[src/inc/pwmp_pkg.sv]
// Constants and types shared by the pair-one compare edge generator
package pwmp_pkg;
    localparam int ADDR_W = 32;
    localparam int DATA_W = 32;
    localparam int STRB_W = 4;
    localparam int CNT_W = 16;
    localparam logic [ADDR_W-1:0] OFS_P1_RISE = 32'hFFFF0F94;
    localparam logic [ADDR_W-1:0] OFS_P1_FALL_A = 32'hFFFF0F98;
    localparam logic [ADDR_W-1:0] OFS_P1_FALL_B = 32'hFFFF0F9C;
    localparam logic [ADDR_W-1:0] OFS_P1_LEN = 32'hFFFF0FA0;
    localparam logic [ADDR_W-1:0] OFS_P2_FALL_B = 32'hFFFF0FAC;
    localparam logic [ADDR_W-1:0] OFS_CTRL = 32'hFFFF0FC0;
    localparam logic [ADDR_W-1:0] OFS_STAT = 32'hFFFF0FC4;
    localparam int CTRL_EN_BIT = 0;
    localparam int CTRL_LOAD_BIT = 1;
    localparam int CTRL_W = 2;
    localparam int STAT_CNT_LSB = 0;
    localparam int STAT_A_BIT = 16;
    localparam int STAT_B_BIT = 17;
    localparam int STAT_P2B_BIT = 18;
    localparam logic [CNT_W-1:0] CMP_RESET = 16'h0000;
    localparam logic [CNT_W-1:0] LEN_RESET = 16'hFFFF;
    localparam logic [CTRL_W-1:0] CTRL_RESET = 2'h0;
    localparam logic [CNT_W-1:0] CNT_ZERO = 16'h0000;
    localparam logic [CNT_W-1:0] CNT_ONE = 16'h0001;
    localparam logic [1:0] RESP_OKAY = 2'h0;
    localparam logic [1:0] RESP_SLVERR = 2'h2;
    localparam logic [DATA_W-1:0] DATA_ZERO = 32'h00000000;
    typedef enum logic [2:0] {
        SEL_P1_RISE,
        SEL_P1_FALL_A,
        SEL_P1_FALL_B,
        SEL_P1_LEN,
        SEL_P2_FALL_B,
        SEL_CTRL,
        SEL_STAT,
        SEL_NONE
    } pwmp_sel_type;
endpackage

[src/core/pwmp_pair1_edges.sv]
// Compare-driven edge generator for output pair one and channel five, AXI4-Lite registers
//
// Overview of operation
// Timer equal to pair-one rise compare drives channel two high.
// Timer equal to pair-one first fall compare drives channel two low.
// Timer equal to pair-one second fall compare drives channel three low.
// Timer equal to pair-two second fall compare drives channel five low.
// With load bit set, compares copy into active set at timer step 0 to 1.
// Period length raises channel three and ends the shared timer period.
`timescale 1ns/100ps
module pwmp_pair1_edges import pwmp_pkg::*; (
    input wire logic aclk,
    input wire logic aresetn,
    input wire logic [ADDR_W-1:0] s_axi_awaddr,
    input wire logic s_axi_awvalid,
    output logic s_axi_awready,
    input wire logic [DATA_W-1:0] s_axi_wdata,
    input wire logic [STRB_W-1:0] s_axi_wstrb,
    input wire logic s_axi_wvalid,
    output logic s_axi_wready,
    output logic [1:0] s_axi_bresp,
    output logic s_axi_bvalid,
    input wire logic s_axi_bready,
    input wire logic [ADDR_W-1:0] s_axi_araddr,
    input wire logic s_axi_arvalid,
    output logic s_axi_arready,
    output logic [DATA_W-1:0] s_axi_rdata,
    output logic [1:0] s_axi_rresp,
    output logic s_axi_rvalid,
    input wire logic s_axi_rready,
    output logic channel_pair1_a,
    output logic channel_pair1_b,
    output logic channel_pair2_b
);
    function automatic pwmp_sel_type decode(input logic [ADDR_W-1:0] a);
        pwmp_sel_type s;
        s = SEL_NONE;
        if (a == OFS_P1_RISE) s = SEL_P1_RISE;
        if (a == OFS_P1_FALL_A) s = SEL_P1_FALL_A;
        if (a == OFS_P1_FALL_B) s = SEL_P1_FALL_B;
        if (a == OFS_P1_LEN) s = SEL_P1_LEN;
        if (a == OFS_P2_FALL_B) s = SEL_P2_FALL_B;
        if (a == OFS_CTRL) s = SEL_CTRL;
        if (a == OFS_STAT) s = SEL_STAT;
        return s;
    endfunction

    function automatic logic [CNT_W-1:0] merge16(input logic [CNT_W-1:0] old,
                                                 input logic [DATA_W-1:0] d,
                                                 input logic [STRB_W-1:0] st);
        logic [CNT_W-1:0] r;
        r = old;
        if (st[0]) r[7:0] = d[7:0];
        if (st[1]) r[15:8] = d[15:8];
        return r;
    endfunction

    // Bus-facing state
    logic aw_got_reg, aw_got_next;
    logic [ADDR_W-1:0] aw_addr_reg, aw_addr_next;
    logic w_got_reg, w_got_next;
    logic [DATA_W-1:0] w_data_reg, w_data_next;
    logic [STRB_W-1:0] w_strb_reg, w_strb_next;
    logic bvalid_reg, bvalid_next;
    logic [1:0] bresp_reg, bresp_next;
    logic rvalid_reg, rvalid_next;
    logic [1:0] rresp_reg, rresp_next;
    logic [DATA_W-1:0] rdata_reg, rdata_next;
    logic [CNT_W-1:0] sw_rise_reg, sw_rise_next;
    logic [CNT_W-1:0] sw_fall_a_reg, sw_fall_a_next;
    logic [CNT_W-1:0] sw_fall_b_reg, sw_fall_b_next;
    logic [CNT_W-1:0] sw_p2_fall_reg, sw_p2_fall_next;
    logic [CNT_W-1:0] len_reg, len_next;
    logic [CTRL_W-1:0] ctrl_reg, ctrl_next;
    // Pattern-facing state
    logic [CNT_W-1:0] act_rise_reg, act_rise_next;
    logic [CNT_W-1:0] act_fall_a_reg, act_fall_a_next;
    logic [CNT_W-1:0] act_fall_b_reg, act_fall_b_next;
    logic [CNT_W-1:0] act_p2_fall_reg, act_p2_fall_next;
    logic out_a_reg, out_a_next;
    logic out_b_reg, out_b_next;
    logic out_p2_reg, out_p2_next;
    logic [CNT_W-1:0] count;
    logic first_step;
    logic run;
    logic load_compare_bit;
    logic do_write;
    pwmp_sel_type wsel;
    pwmp_sel_type rsel;

    assign run = ctrl_reg[CTRL_EN_BIT];
    assign load_compare_bit = ctrl_reg[CTRL_LOAD_BIT];
    assign s_axi_awready = !aw_got_reg && !bvalid_reg;
    assign s_axi_wready = !w_got_reg && !bvalid_reg;
    assign s_axi_arready = !rvalid_reg;
    assign do_write = aw_got_reg && w_got_reg && !bvalid_reg;
    assign wsel = decode(aw_addr_reg);
    assign rsel = decode(s_axi_araddr);

    pwmp_timer #(
        .W(CNT_W)
    ) u_timer (
        .aclk(aclk),
        .aresetn(aresetn),
        .run(run),
        .period_len(len_reg),
        .count(count),
        .first_step(first_step)
    );

    always_comb begin
        aw_got_next = aw_got_reg;
        aw_addr_next = aw_addr_reg;
        w_got_next = w_got_reg;
        w_data_next = w_data_reg;
        w_strb_next = w_strb_reg;
        bvalid_next = bvalid_reg;
        bresp_next = bresp_reg;
        rvalid_next = rvalid_reg;
        rresp_next = rresp_reg;
        rdata_next = rdata_reg;
        sw_rise_next = sw_rise_reg;
        sw_fall_a_next = sw_fall_a_reg;
        sw_fall_b_next = sw_fall_b_reg;
        sw_p2_fall_next = sw_p2_fall_reg;
        len_next = len_reg;
        ctrl_next = ctrl_reg;
        if (s_axi_awvalid && s_axi_awready) begin
            aw_got_next = 1'b1;
            aw_addr_next = s_axi_awaddr;
        end
        if (s_axi_wvalid && s_axi_wready) begin
            w_got_next = 1'b1;
            w_data_next = s_axi_wdata;
            w_strb_next = s_axi_wstrb;
        end
        if (do_write) begin
            aw_got_next = 1'b0;
            w_got_next = 1'b0;
            bvalid_next = 1'b1;
            bresp_next = RESP_OKAY;
            unique case (wsel)
                SEL_P1_RISE: sw_rise_next = merge16(sw_rise_reg, w_data_reg, w_strb_reg);
                SEL_P1_FALL_A: sw_fall_a_next = merge16(sw_fall_a_reg, w_data_reg, w_strb_reg);
                SEL_P1_FALL_B: sw_fall_b_next = merge16(sw_fall_b_reg, w_data_reg, w_strb_reg);
                SEL_P1_LEN: len_next = merge16(len_reg, w_data_reg, w_strb_reg);
                SEL_P2_FALL_B: sw_p2_fall_next = merge16(sw_p2_fall_reg, w_data_reg, w_strb_reg);
                SEL_CTRL: begin
                    if (w_strb_reg[0]) begin
                        ctrl_next = w_data_reg[CTRL_W-1:0];
                    end
                end
                SEL_STAT: bresp_next = RESP_OKAY;
                SEL_NONE: bresp_next = RESP_SLVERR;
            endcase
        end else if (bvalid_reg && s_axi_bready) begin
            bvalid_next = 1'b0;
        end
        if (s_axi_arvalid && s_axi_arready) begin
            rvalid_next = 1'b1;
            rresp_next = RESP_OKAY;
            rdata_next = DATA_ZERO;
            unique case (rsel)
                SEL_P1_RISE: rdata_next[CNT_W-1:0] = sw_rise_reg;
                SEL_P1_FALL_A: rdata_next[CNT_W-1:0] = sw_fall_a_reg;
                SEL_P1_FALL_B: rdata_next[CNT_W-1:0] = sw_fall_b_reg;
                SEL_P1_LEN: rdata_next[CNT_W-1:0] = len_reg;
                SEL_P2_FALL_B: rdata_next[CNT_W-1:0] = sw_p2_fall_reg;
                SEL_CTRL: rdata_next[CTRL_W-1:0] = ctrl_reg;
                SEL_STAT: begin
                    rdata_next[STAT_CNT_LSB +: CNT_W] = count;
                    rdata_next[STAT_A_BIT] = out_a_reg;
                    rdata_next[STAT_B_BIT] = out_b_reg;
                    rdata_next[STAT_P2B_BIT] = out_p2_reg;
                end
                SEL_NONE: rresp_next = RESP_SLVERR;
            endcase
        end else if (rvalid_reg && s_axi_rready) begin
            rvalid_next = 1'b0;
        end
    end

    always_ff @(posedge aclk) begin
        if (!aresetn) begin
            aw_got_reg <= 1'b0;
            aw_addr_reg <= DATA_ZERO;
            w_got_reg <= 1'b0;
            w_data_reg <= DATA_ZERO;
            w_strb_reg <= '0;
            bvalid_reg <= 1'b0;
            bresp_reg <= RESP_OKAY;
            rvalid_reg <= 1'b0;
            rresp_reg <= RESP_OKAY;
            rdata_reg <= DATA_ZERO;
            sw_rise_reg <= CMP_RESET;
            sw_fall_a_reg <= CMP_RESET;
            sw_fall_b_reg <= CMP_RESET;
            sw_p2_fall_reg <= CMP_RESET;
            len_reg <= LEN_RESET;
            ctrl_reg <= CTRL_RESET;
        end else begin
            aw_got_reg <= aw_got_next;
            aw_addr_reg <= aw_addr_next;
            w_got_reg <= w_got_next;
            w_data_reg <= w_data_next;
            w_strb_reg <= w_strb_next;
            bvalid_reg <= bvalid_next;
            bresp_reg <= bresp_next;
            rvalid_reg <= rvalid_next;
            rresp_reg <= rresp_next;
            rdata_reg <= rdata_next;
            sw_rise_reg <= sw_rise_next;
            sw_fall_a_reg <= sw_fall_a_next;
            sw_fall_b_reg <= sw_fall_b_next;
            sw_p2_fall_reg <= sw_p2_fall_next;
            len_reg <= len_next;
            ctrl_reg <= ctrl_next;
        end
    end

    // Active compare set and output edges; a fall wins over a rise on the same count
    always_comb begin
        act_rise_next = act_rise_reg;
        act_fall_a_next = act_fall_a_reg;
        act_fall_b_next = act_fall_b_reg;
        act_p2_fall_next = act_p2_fall_reg;
        out_a_next = out_a_reg;
        out_b_next = out_b_reg;
        out_p2_next = out_p2_reg;
        if (load_compare_bit && first_step) begin
            act_rise_next = sw_rise_reg;
            act_fall_a_next = sw_fall_a_reg;
            act_fall_b_next = sw_fall_b_reg;
            act_p2_fall_next = sw_p2_fall_reg;
        end
        if (!run) begin
            out_a_next = 1'b0;
            out_b_next = 1'b0;
            out_p2_next = 1'b0;
        end else begin
            if (count == act_rise_reg) out_a_next = 1'b1;
            if (count == act_fall_a_reg) out_a_next = 1'b0;
            if (count == len_reg) out_b_next = 1'b1;
            if (count == act_fall_b_reg) out_b_next = 1'b0;
            if (count == len_reg) out_p2_next = 1'b1;
            if (count == act_p2_fall_reg) out_p2_next = 1'b0;
        end
    end

    always_ff @(posedge aclk) begin
        if (!aresetn) begin
            act_rise_reg <= CMP_RESET;
            act_fall_a_reg <= CMP_RESET;
            act_fall_b_reg <= CMP_RESET;
            act_p2_fall_reg <= CMP_RESET;
            out_a_reg <= 1'b0;
            out_b_reg <= 1'b0;
            out_p2_reg <= 1'b0;
        end else begin
            act_rise_reg <= act_rise_next;
            act_fall_a_reg <= act_fall_a_next;
            act_fall_b_reg <= act_fall_b_next;
            act_p2_fall_reg <= act_p2_fall_next;
            out_a_reg <= out_a_next;
            out_b_reg <= out_b_next;
            out_p2_reg <= out_p2_next;
        end
    end

    assign s_axi_bvalid = bvalid_reg;
    assign s_axi_bresp = bresp_reg;
    assign s_axi_rvalid = rvalid_reg;
    assign s_axi_rresp = rresp_reg;
    assign s_axi_rdata = rdata_reg;
    assign channel_pair1_a = out_a_reg;
    assign channel_pair1_b = out_b_reg;
    assign channel_pair2_b = out_p2_reg;
endmodule // pwmp_pair1_edges

[src/core/pwmp_timer.sv]
// Shared up-counting timer for the pair, wrapping after the period length
`timescale 1ns/100ps
module pwmp_timer import pwmp_pkg::*; #(
    parameter int W = CNT_W
) (
    input wire logic aclk,
    input wire logic aresetn,
    input wire logic run,
    input wire logic [W-1:0] period_len,
    output logic [W-1:0] count,
    output logic first_step
);
    logic [W-1:0] count_reg;
    logic [W-1:0] count_next;

    always_comb begin
        count_next = count_reg;
        if (!run) begin
            count_next = W'(CNT_ZERO);
        end else if (count_reg == period_len) begin
            count_next = W'(CNT_ZERO);
        end else begin
            count_next = count_reg + W'(CNT_ONE);
        end
    end

    always_ff @(posedge aclk) begin
        if (!aresetn) begin
            count_reg <= W'(CNT_ZERO);
        end else begin
            count_reg <= count_next;
        end
    end

    assign count = count_reg;
    // Next edge moves the count from zero to one
    assign first_step = run && (count_reg == W'(CNT_ZERO)) && (period_len != W'(CNT_ZERO));
endmodule // pwmp_timer

[config.mk]
export PLATFORM = sky130hd
export DESIGN_NAME = pwmp_pair1_edges
export DESIGN_NICKNAME = d
export VERILOG_FILES = /design/src/inc/pwmp_pkg.sv /design/src/core/pwmp_pair1_edges.sv /design/src/core/pwmp_timer.sv
export SDC_FILE = /design/constraint.sdc
export NUM_CORES = 1
export LEC_CHECK = 0
export ABC_CLOCK_PERIOD_IN_PS = 3100
export BUFFER_PORTS_ARGS = -buffer_cell sky130_fd_sc_hd__buf_2
export CAP_MARGIN = 40
export CORE_MARGIN = 4
export CORE_UTILIZATION = 55
export CTS_BUF_LIST = sky130_fd_sc_hd__clkbuf_4
export DETAILED_ROUTE_END_ITERATION = 12
export PLACE_DENSITY = 0.77
export SLEW_MARGIN = 10
export SYNTH_ARGS = -nofsm -noshare
export SYNTH_HDL_FRONTEND = slang
export SYNTH_SLANG_ARGS = --single-unit
export TNS_END_PERCENT = 1
[constraint.sdc]
create_clock -name aclk -period 3.1 [get_ports aclk]
set_clock_uncertainty 0.2 [all_clocks]
set_input_delay 0.62 -clock aclk [delete_from_list [all_inputs] [get_ports aclk]]
set_output_delay 0.62 -clock aclk [all_outputs]
set_load 0.02 [all_outputs]
# Word level (Yosys, flattened, before mapping)
# Index checks and enable logic that the tools add are counted.
# Widths: inputs -> output; s select.
[totals]
word_cells = 125
reg_bits = 242
input_bits = 107
out_inout_bits = 44
[op_classes]
n_mux = 23
addsub = 1
n_eq_ne = 32
n_bitwise = 2
reduce_logical = 38
[ops]
columns = ["operator", "n"]
rows = [
  ["$eq 32x32->1 const B", 14],
  ["$pmux 14 s6", 1],
  ["$eq 16x16->1", 5],
  ["$mux 3", 15],
  ["$reduce_and 3->1", 11],
  ["$eq 3x3->1 const B", 7],
  ["$add 16x1->16 const B", 1],
  ["$logic_not 16->1", 1],
  ["$reduce_bool 16->1", 1],
  ["$pmux 2 s7", 1],
  ["$eq 3x2->1 const B", 4],
  ["$logic_and 1x1->1", 12],
  ["$reduce_or 3->1", 4],
  ["$eq 3x1->1 const B", 2],
  ["$logic_not 3->1", 2],
  ["$logic_not 1->1", 4],
  ["$mux 1", 4],
  ["$mux 2", 2],
  ["$reduce_bool 2->1", 2],
  ["$not 1->1", 2],
  ["$reduce_or 2->1", 1],
]

# Longest topological paths before layout
[depth]
ltp_word = 10
ltp_mapped = 9
ltp_nobuf = 7

# Modules after synthesis
# From an unflattened synthesis, not the netlist that was laid out.
[hier_totals]
hier_cells = 1295
hier_area_um2 = 11282.1
[modules_own_cells]
columns = ["module", "seq_area_each_um2", "instances", "cells_per_inst", "area_each_um2"]
rows = [
  ["pwmp_pair1_edges", 4484.3, 1, 1174, 10246.1],
  ["pwmp_timer", 320.3, 1, 121, 1036.0],
]

# Least setup slack after synthesis
# No wires, ideal clock.
[synth_path]
path_kind = "input to register"
startpoint = "input s_axi_araddr[14]"
endpoint = "register rdata_reg[10] (netlist: s_axi_rdata[10])"
arrival_time_ns = 2.649
cell_stages = 8
setup_time_ns = 0.059
required_time_ns = 2.841
n_path_buf = 2
slack_ns = 0.192
path_cell_list = "nand4bb_1 -> or4_1 -> buf_6 -> nor4_4 -> nor4_2 -> a211oi_4 -> buf_6 -> a22o_1"
[synth_between]
elab_chain_len = 10
elab_cells_between_ends = 21
classes_between = "eq/ne: 12; mux: 8; reduce/logical: 1"
[synth_lines]
columns = ["item", "line_no", "source"]
rows = [
  ["start, declared", "pwmp_pair1_edges.sv:24", "input wire logic [ADDR_W-1:0] s_axi_araddr,"],
  ["$eq 32x32->1", "pwmp_pair1_edges.sv:38", "if (a == OFS_P1_RISE) s = SEL_P1_RISE;"],
  ["$mux 3", "pwmp_pair1_edges.sv:38", ""],
  ["$mux 3", "pwmp_pair1_edges.sv:39", "if (a == OFS_P1_FALL_A) s = SEL_P1_FALL_A;"],
  ["$mux 3", "pwmp_pair1_edges.sv:40", "if (a == OFS_P1_FALL_B) s = SEL_P1_FALL_B;"],
  ["$mux 3", "pwmp_pair1_edges.sv:41", "if (a == OFS_P1_LEN) s = SEL_P1_LEN;"],
  ["$mux 3", "pwmp_pair1_edges.sv:42", "if (a == OFS_P2_FALL_B) s = SEL_P2_FALL_B;"],
  ["$mux 3", "pwmp_pair1_edges.sv:43", "if (a == OFS_CTRL) s = SEL_CTRL;"],
  ["$mux 3 *", "pwmp_pair1_edges.sv:44", "if (a == OFS_STAT) s = SEL_STAT;"],
  ["$eq 3x3->1, or another cell as far along", "pwmp_pair1_edges.sv:163", "unique case (rsel)"],
  ["$pmux 14 s6 *", "pwmp_pair1_edges.sv:163", ""],
  ["end signal, assigned", "pwmp_pair1_edges.sv:211", "rdata_reg <= rdata_next;"],
  ["end, declared", "pwmp_pair1_edges.sv:68", "logic [DATA_W-1:0] rdata_reg, rdata_next;"],
]
# Mark *: on every way between the ends. The rest lies on a longest branch, timed or not.
# A chain may end at the register's enable or synchronous reset.

# Worst setup path in the final report
[layout_path]
startpoint = "register aw_addr_reg[12]"
endpoint = "register sw_p2_fall_reg[13]"
[layout_between]
elab_chain_len = 10
elab_cells_between_ends = 16
classes_between = "eq/ne: 8; mux: 7; reduce/logical: 1"
[layout_lines]
columns = ["item", "line_no", "source"]
rows = [
  ["start, declared", "pwmp_pair1_edges.sv:60", "logic [ADDR_W-1:0] aw_addr_reg, aw_addr_next;"],
  ["start signal, assigned", "pwmp_pair1_edges.sv:203", "aw_addr_reg <= aw_addr_next;"],
  ["$eq 32x32->1", "pwmp_pair1_edges.sv:38", ""],
  ["$mux 3", "pwmp_pair1_edges.sv:38", ""],
  ["$mux 3", "pwmp_pair1_edges.sv:39", ""],
  ["$mux 3", "pwmp_pair1_edges.sv:40", ""],
  ["$mux 3", "pwmp_pair1_edges.sv:41", ""],
  ["$mux 3", "pwmp_pair1_edges.sv:42", ""],
  ["$mux 3", "pwmp_pair1_edges.sv:43", ""],
  ["$mux 3 *", "pwmp_pair1_edges.sv:44", ""],
  ["$eq 3x3->1 *", "pwmp_pair1_edges.sv:142", "unique case (wsel)"],
  ["$reduce_and 3->1 (no source line) *", "-", ""],
  ["end signal, assigned", "pwmp_pair1_edges.sv:215", "sw_p2_fall_reg <= sw_p2_fall_next;"],
  ["end, declared", "pwmp_pair1_edges.sv:72", "logic [CNT_W-1:0] sw_p2_fall_reg, sw_p2_fall_next;"],
]
# Marked as above.

==> impl_metrics.tcl <==
set metrics [dict create \
    worstPathRequired_ns 3.51 \
    setup_slack_ns 0.217 \
    rows 50 \
    syn_area_um2 10700 \
    area_growth_pct 19.6 \
    yosysTopAreaCellShare_pct 45.0 \
    power_density_nw_per_um2 479 \
    fp.dieW_um 147 \
    syn_area_per_cell_um2 8.56 \
    first_iter_violations 1085 \
    worstPathArrival_ns 3.29 \
    routed_wl_um 30100 \
    p_leak_nw 5.00 \
    initial_core_util_pct 56.5 \
    clk_path_buf_depth 3 \
    cts_inserted_buffers 60 \
    nets 1537 \
    tightest_slew_ns 0.841 \
    die_h_um 147 \
    fill_cells 1550 \
    preCtsSetupSlack_ns 0.116 \
    dr.pass1.iters 6 \
    slew_headroom_pct 43.9 \
    slowest_stage "or4b_4" \
    slew_viol_final 0 \
    grt_pass1_vias 9182 \
    ios 151 \
    yosysTopAreaCell "dfxtp_1" \
    placed_area_um2 11500 \
    grt_pass1_wl_um 48200 \
    grt_use_total_pct 27.4 \
    max_freq_mhz 347 \
    min_period_over_period_pct 93.0 \
    cts_tree "yes" \
    grt-ovfl-total 0 \
    seqCellArea_um2 4800 \
    fp.dieArea_um2 21700 \
    cp.buffers_inverters 0 \
    ant_nets 0 \
    synthTopCellsByArea "dfxtp_1, nand2_1, mux2i_1" \
    fin_crit_ns 2.88 \
    syn_inst 1246 \
    drv_cap 0 \
    finalHoldViolations 0 \
    antenna_found_initial 1 \
    path_delay_family "simple AND/OR/NAND/NOR gates" \
    cp_cell_sequence "or4_1 -> nor3_2 -> nand4b_2 -> or4b_4 -> nor2_8 -> mux2i_1" \
    cts_setup_buffers 0 \
    worstSetupEndpointType "flip-flop" \
    synth_cell_type_count 52 \
    tns_ns 0 \
    slowest_delay_ns 0.66 \
    grt_max_degree 173 \
    dp_hpwl_um 20500 \
    drive_above_1_share_pct 18.5 \
    cp_max_fo 8 \
    via_per_inst 5.62 \
    cp-start-kind "flip-flop" \
    crit_type "reg -> reg" \
    htreeDepth 2 \
    num_vias 9719 \
    largest_register_ff_count 32 \
    setup_viol 0 \
    ys_ff_latch 240 \
    place.gp.congestion 0.966 \
    core-area_um2 18900 \
    drc 0 \
    seq_area_frac_synth_pct 45.0 \
    rsz0062_at_grt "false" \
    ir_drop_v 0.000345 \
    final_cell_area_um2 12800 \
    status "complete, no violations" \
    multi_input_area_um2 5460 \
    cts_num_sinks 240 \
    synth.yosys.warnings 0 \
    clk_pin_slew_ns 0.06 \
    wl_per_cell_um 17.4 \
    worst_hold_slack_ns 0.0690 \
    io_buffers 117 \
    hp-class "in -> reg" \
    clkLatencyLatePin_ns 0.74 \
    cts-root-buf "clkbuf_4" \
]
## tightest hold or removal path: stages
cell,delay [ns]
buf_2,0.11
nor2_1,0.08
a211oi_1,0.05
## synthesized netlist by cell type, drive strengths merged
master and number:
buf 25, nand2b 3, nand4b 5, xor2 7, a222oi 2, o21ai 10, inv 7, or4b 3
nand3 27, and2 5, a21oi 126, or4 4, a211oi 2, dfxtp 240, or2 2, mux2i 81
conb 1, a221oi 2, nor2 82, and3b 1, and4 4, ha 2, a22o 14, o211a 1
nand4bb 3, a22oi 44, and3 6, nor4 21, nor3b 2, nor3 8, o311a 1, nand4 27
nor4b 2, nand3b 6, xnor2 84, nand2 300, a31o 1, or3 7, clkbuf 74, nor2b 4
## kinds of logic after synthesis
family | share of synthesized area, %
adder cells (fa/ha/maj) | 0.234
buffers and inverters | 4.42
XOR/XNOR | 7.47
flip-flops | 45.0
multiplexers | 7.60
AO/OA/AOI/OAI | 11.5
AND/OR/NAND/NOR | 23.7
other | 0.0351
## metrics by stage
stage	cells	utilization, %	power [mW]
2_1_floorplan	1260	-	3.46
3_3_place_gp	1573	60.8	3.56
3_5_place_dp	1574	60.9	3.57
4_1_cts	1728	67.5	6.14
5_1_grt	1729	67.5	6.37
6_report	1729	67.5	6.11
## per-layer routing
layer / vias to the layer above / global-route usage [%] / share of wire, %
li1: 4621 / - / -
met1: 4567 / 38.0 / 42
met2: 473 / 43.2 / 46
met3: 58 / 4.90 / 10
met4: 0 / 9.65 / 2.5
met5: - / 0 / 0
## placed cells by master (no fill, tap or decap), types with 3 or more instances in the layout
| master | instances |
|---|---|
| nor2b_1 | 4 |
| or4_1 | 4 |
| buf_4 | 33 |
| dlygate4sd3_1 | 52 |
| nor2_1 | 80 |
| a22oi_1 | 44 |
| nor4_1 | 13 |
| nand4b_1 | 3 |
| dfxtp_1 | 240 |
| or3_1 | 5 |
| nand3b_1 | 6 |
| clkbuf_4 | 89 |
| nand4bb_1 | 3 |
| mux2i_1 | 81 |
| nand4_1 | 27 |
| xnor2_1 | 84 |
| and3_1 | 6 |
| o21ai_0 | 10 |
| nand2_1 | 300 |
| a22o_1 | 14 |
| nor4_4 | 7 |
| inv_1 | 6 |
| conb_1 | 15 |
| xor2_1 | 7 |
| and4_1 | 3 |
| and2_1 | 5 |
| a21oi_1 | 126 |
| nor3_1 | 5 |
| buf_12 | 3 |
| clkinv_1 | 10 |
| nand3_1 | 27 |
| buf_2 | 117 |
| nand2b_1 | 3 |
## report_power, final
part | leakage [nW] | internal (mW) | switching [mW]
combinational | 2.62 | 0.152 | 0.209
sequential | 1.94 | 3.14 | 0.0602
clock | 0.438 | 1.31 | 1.25
## cell type report
type / instances / area share (%)
multi-input cells: 914 / 42.8
flip-flops and latches: 240 / 37.6
repair buffers: 205 / 11.1
clock buffers: 89 / 5.24
well taps: 260 / 2.55
clock inverters: 13 / 0.471
inverters: 7 / 0.225
diodes: 1 / 0.0196
## final timing paths
kind | cells after the start | slack (ns) | endpoint | start
min | 3 | 0.07 | s_axi_rvalid | s_axi_arvalid
max reg2reg | 6 | 0.22 | sw_p2_fall_reg[13] | aw_addr_reg[12]
max | 6 | 0.22 | sw_p2_fall_reg[13] | aw_addr_reg[12]
min reg2reg | 2 | 0.19 | act_fall_b_reg[1] | sw_fall_b_reg[1]
## what timing repair did
action | 4_1_cts | 5_1_grt
hold buffers | 52 | 0
endpoints found under the hold margin | 52 | 0
setup endpoints to repair | 0 | 6
resized for setup | 0 | 2
Power figures use the tool's default switching activity.
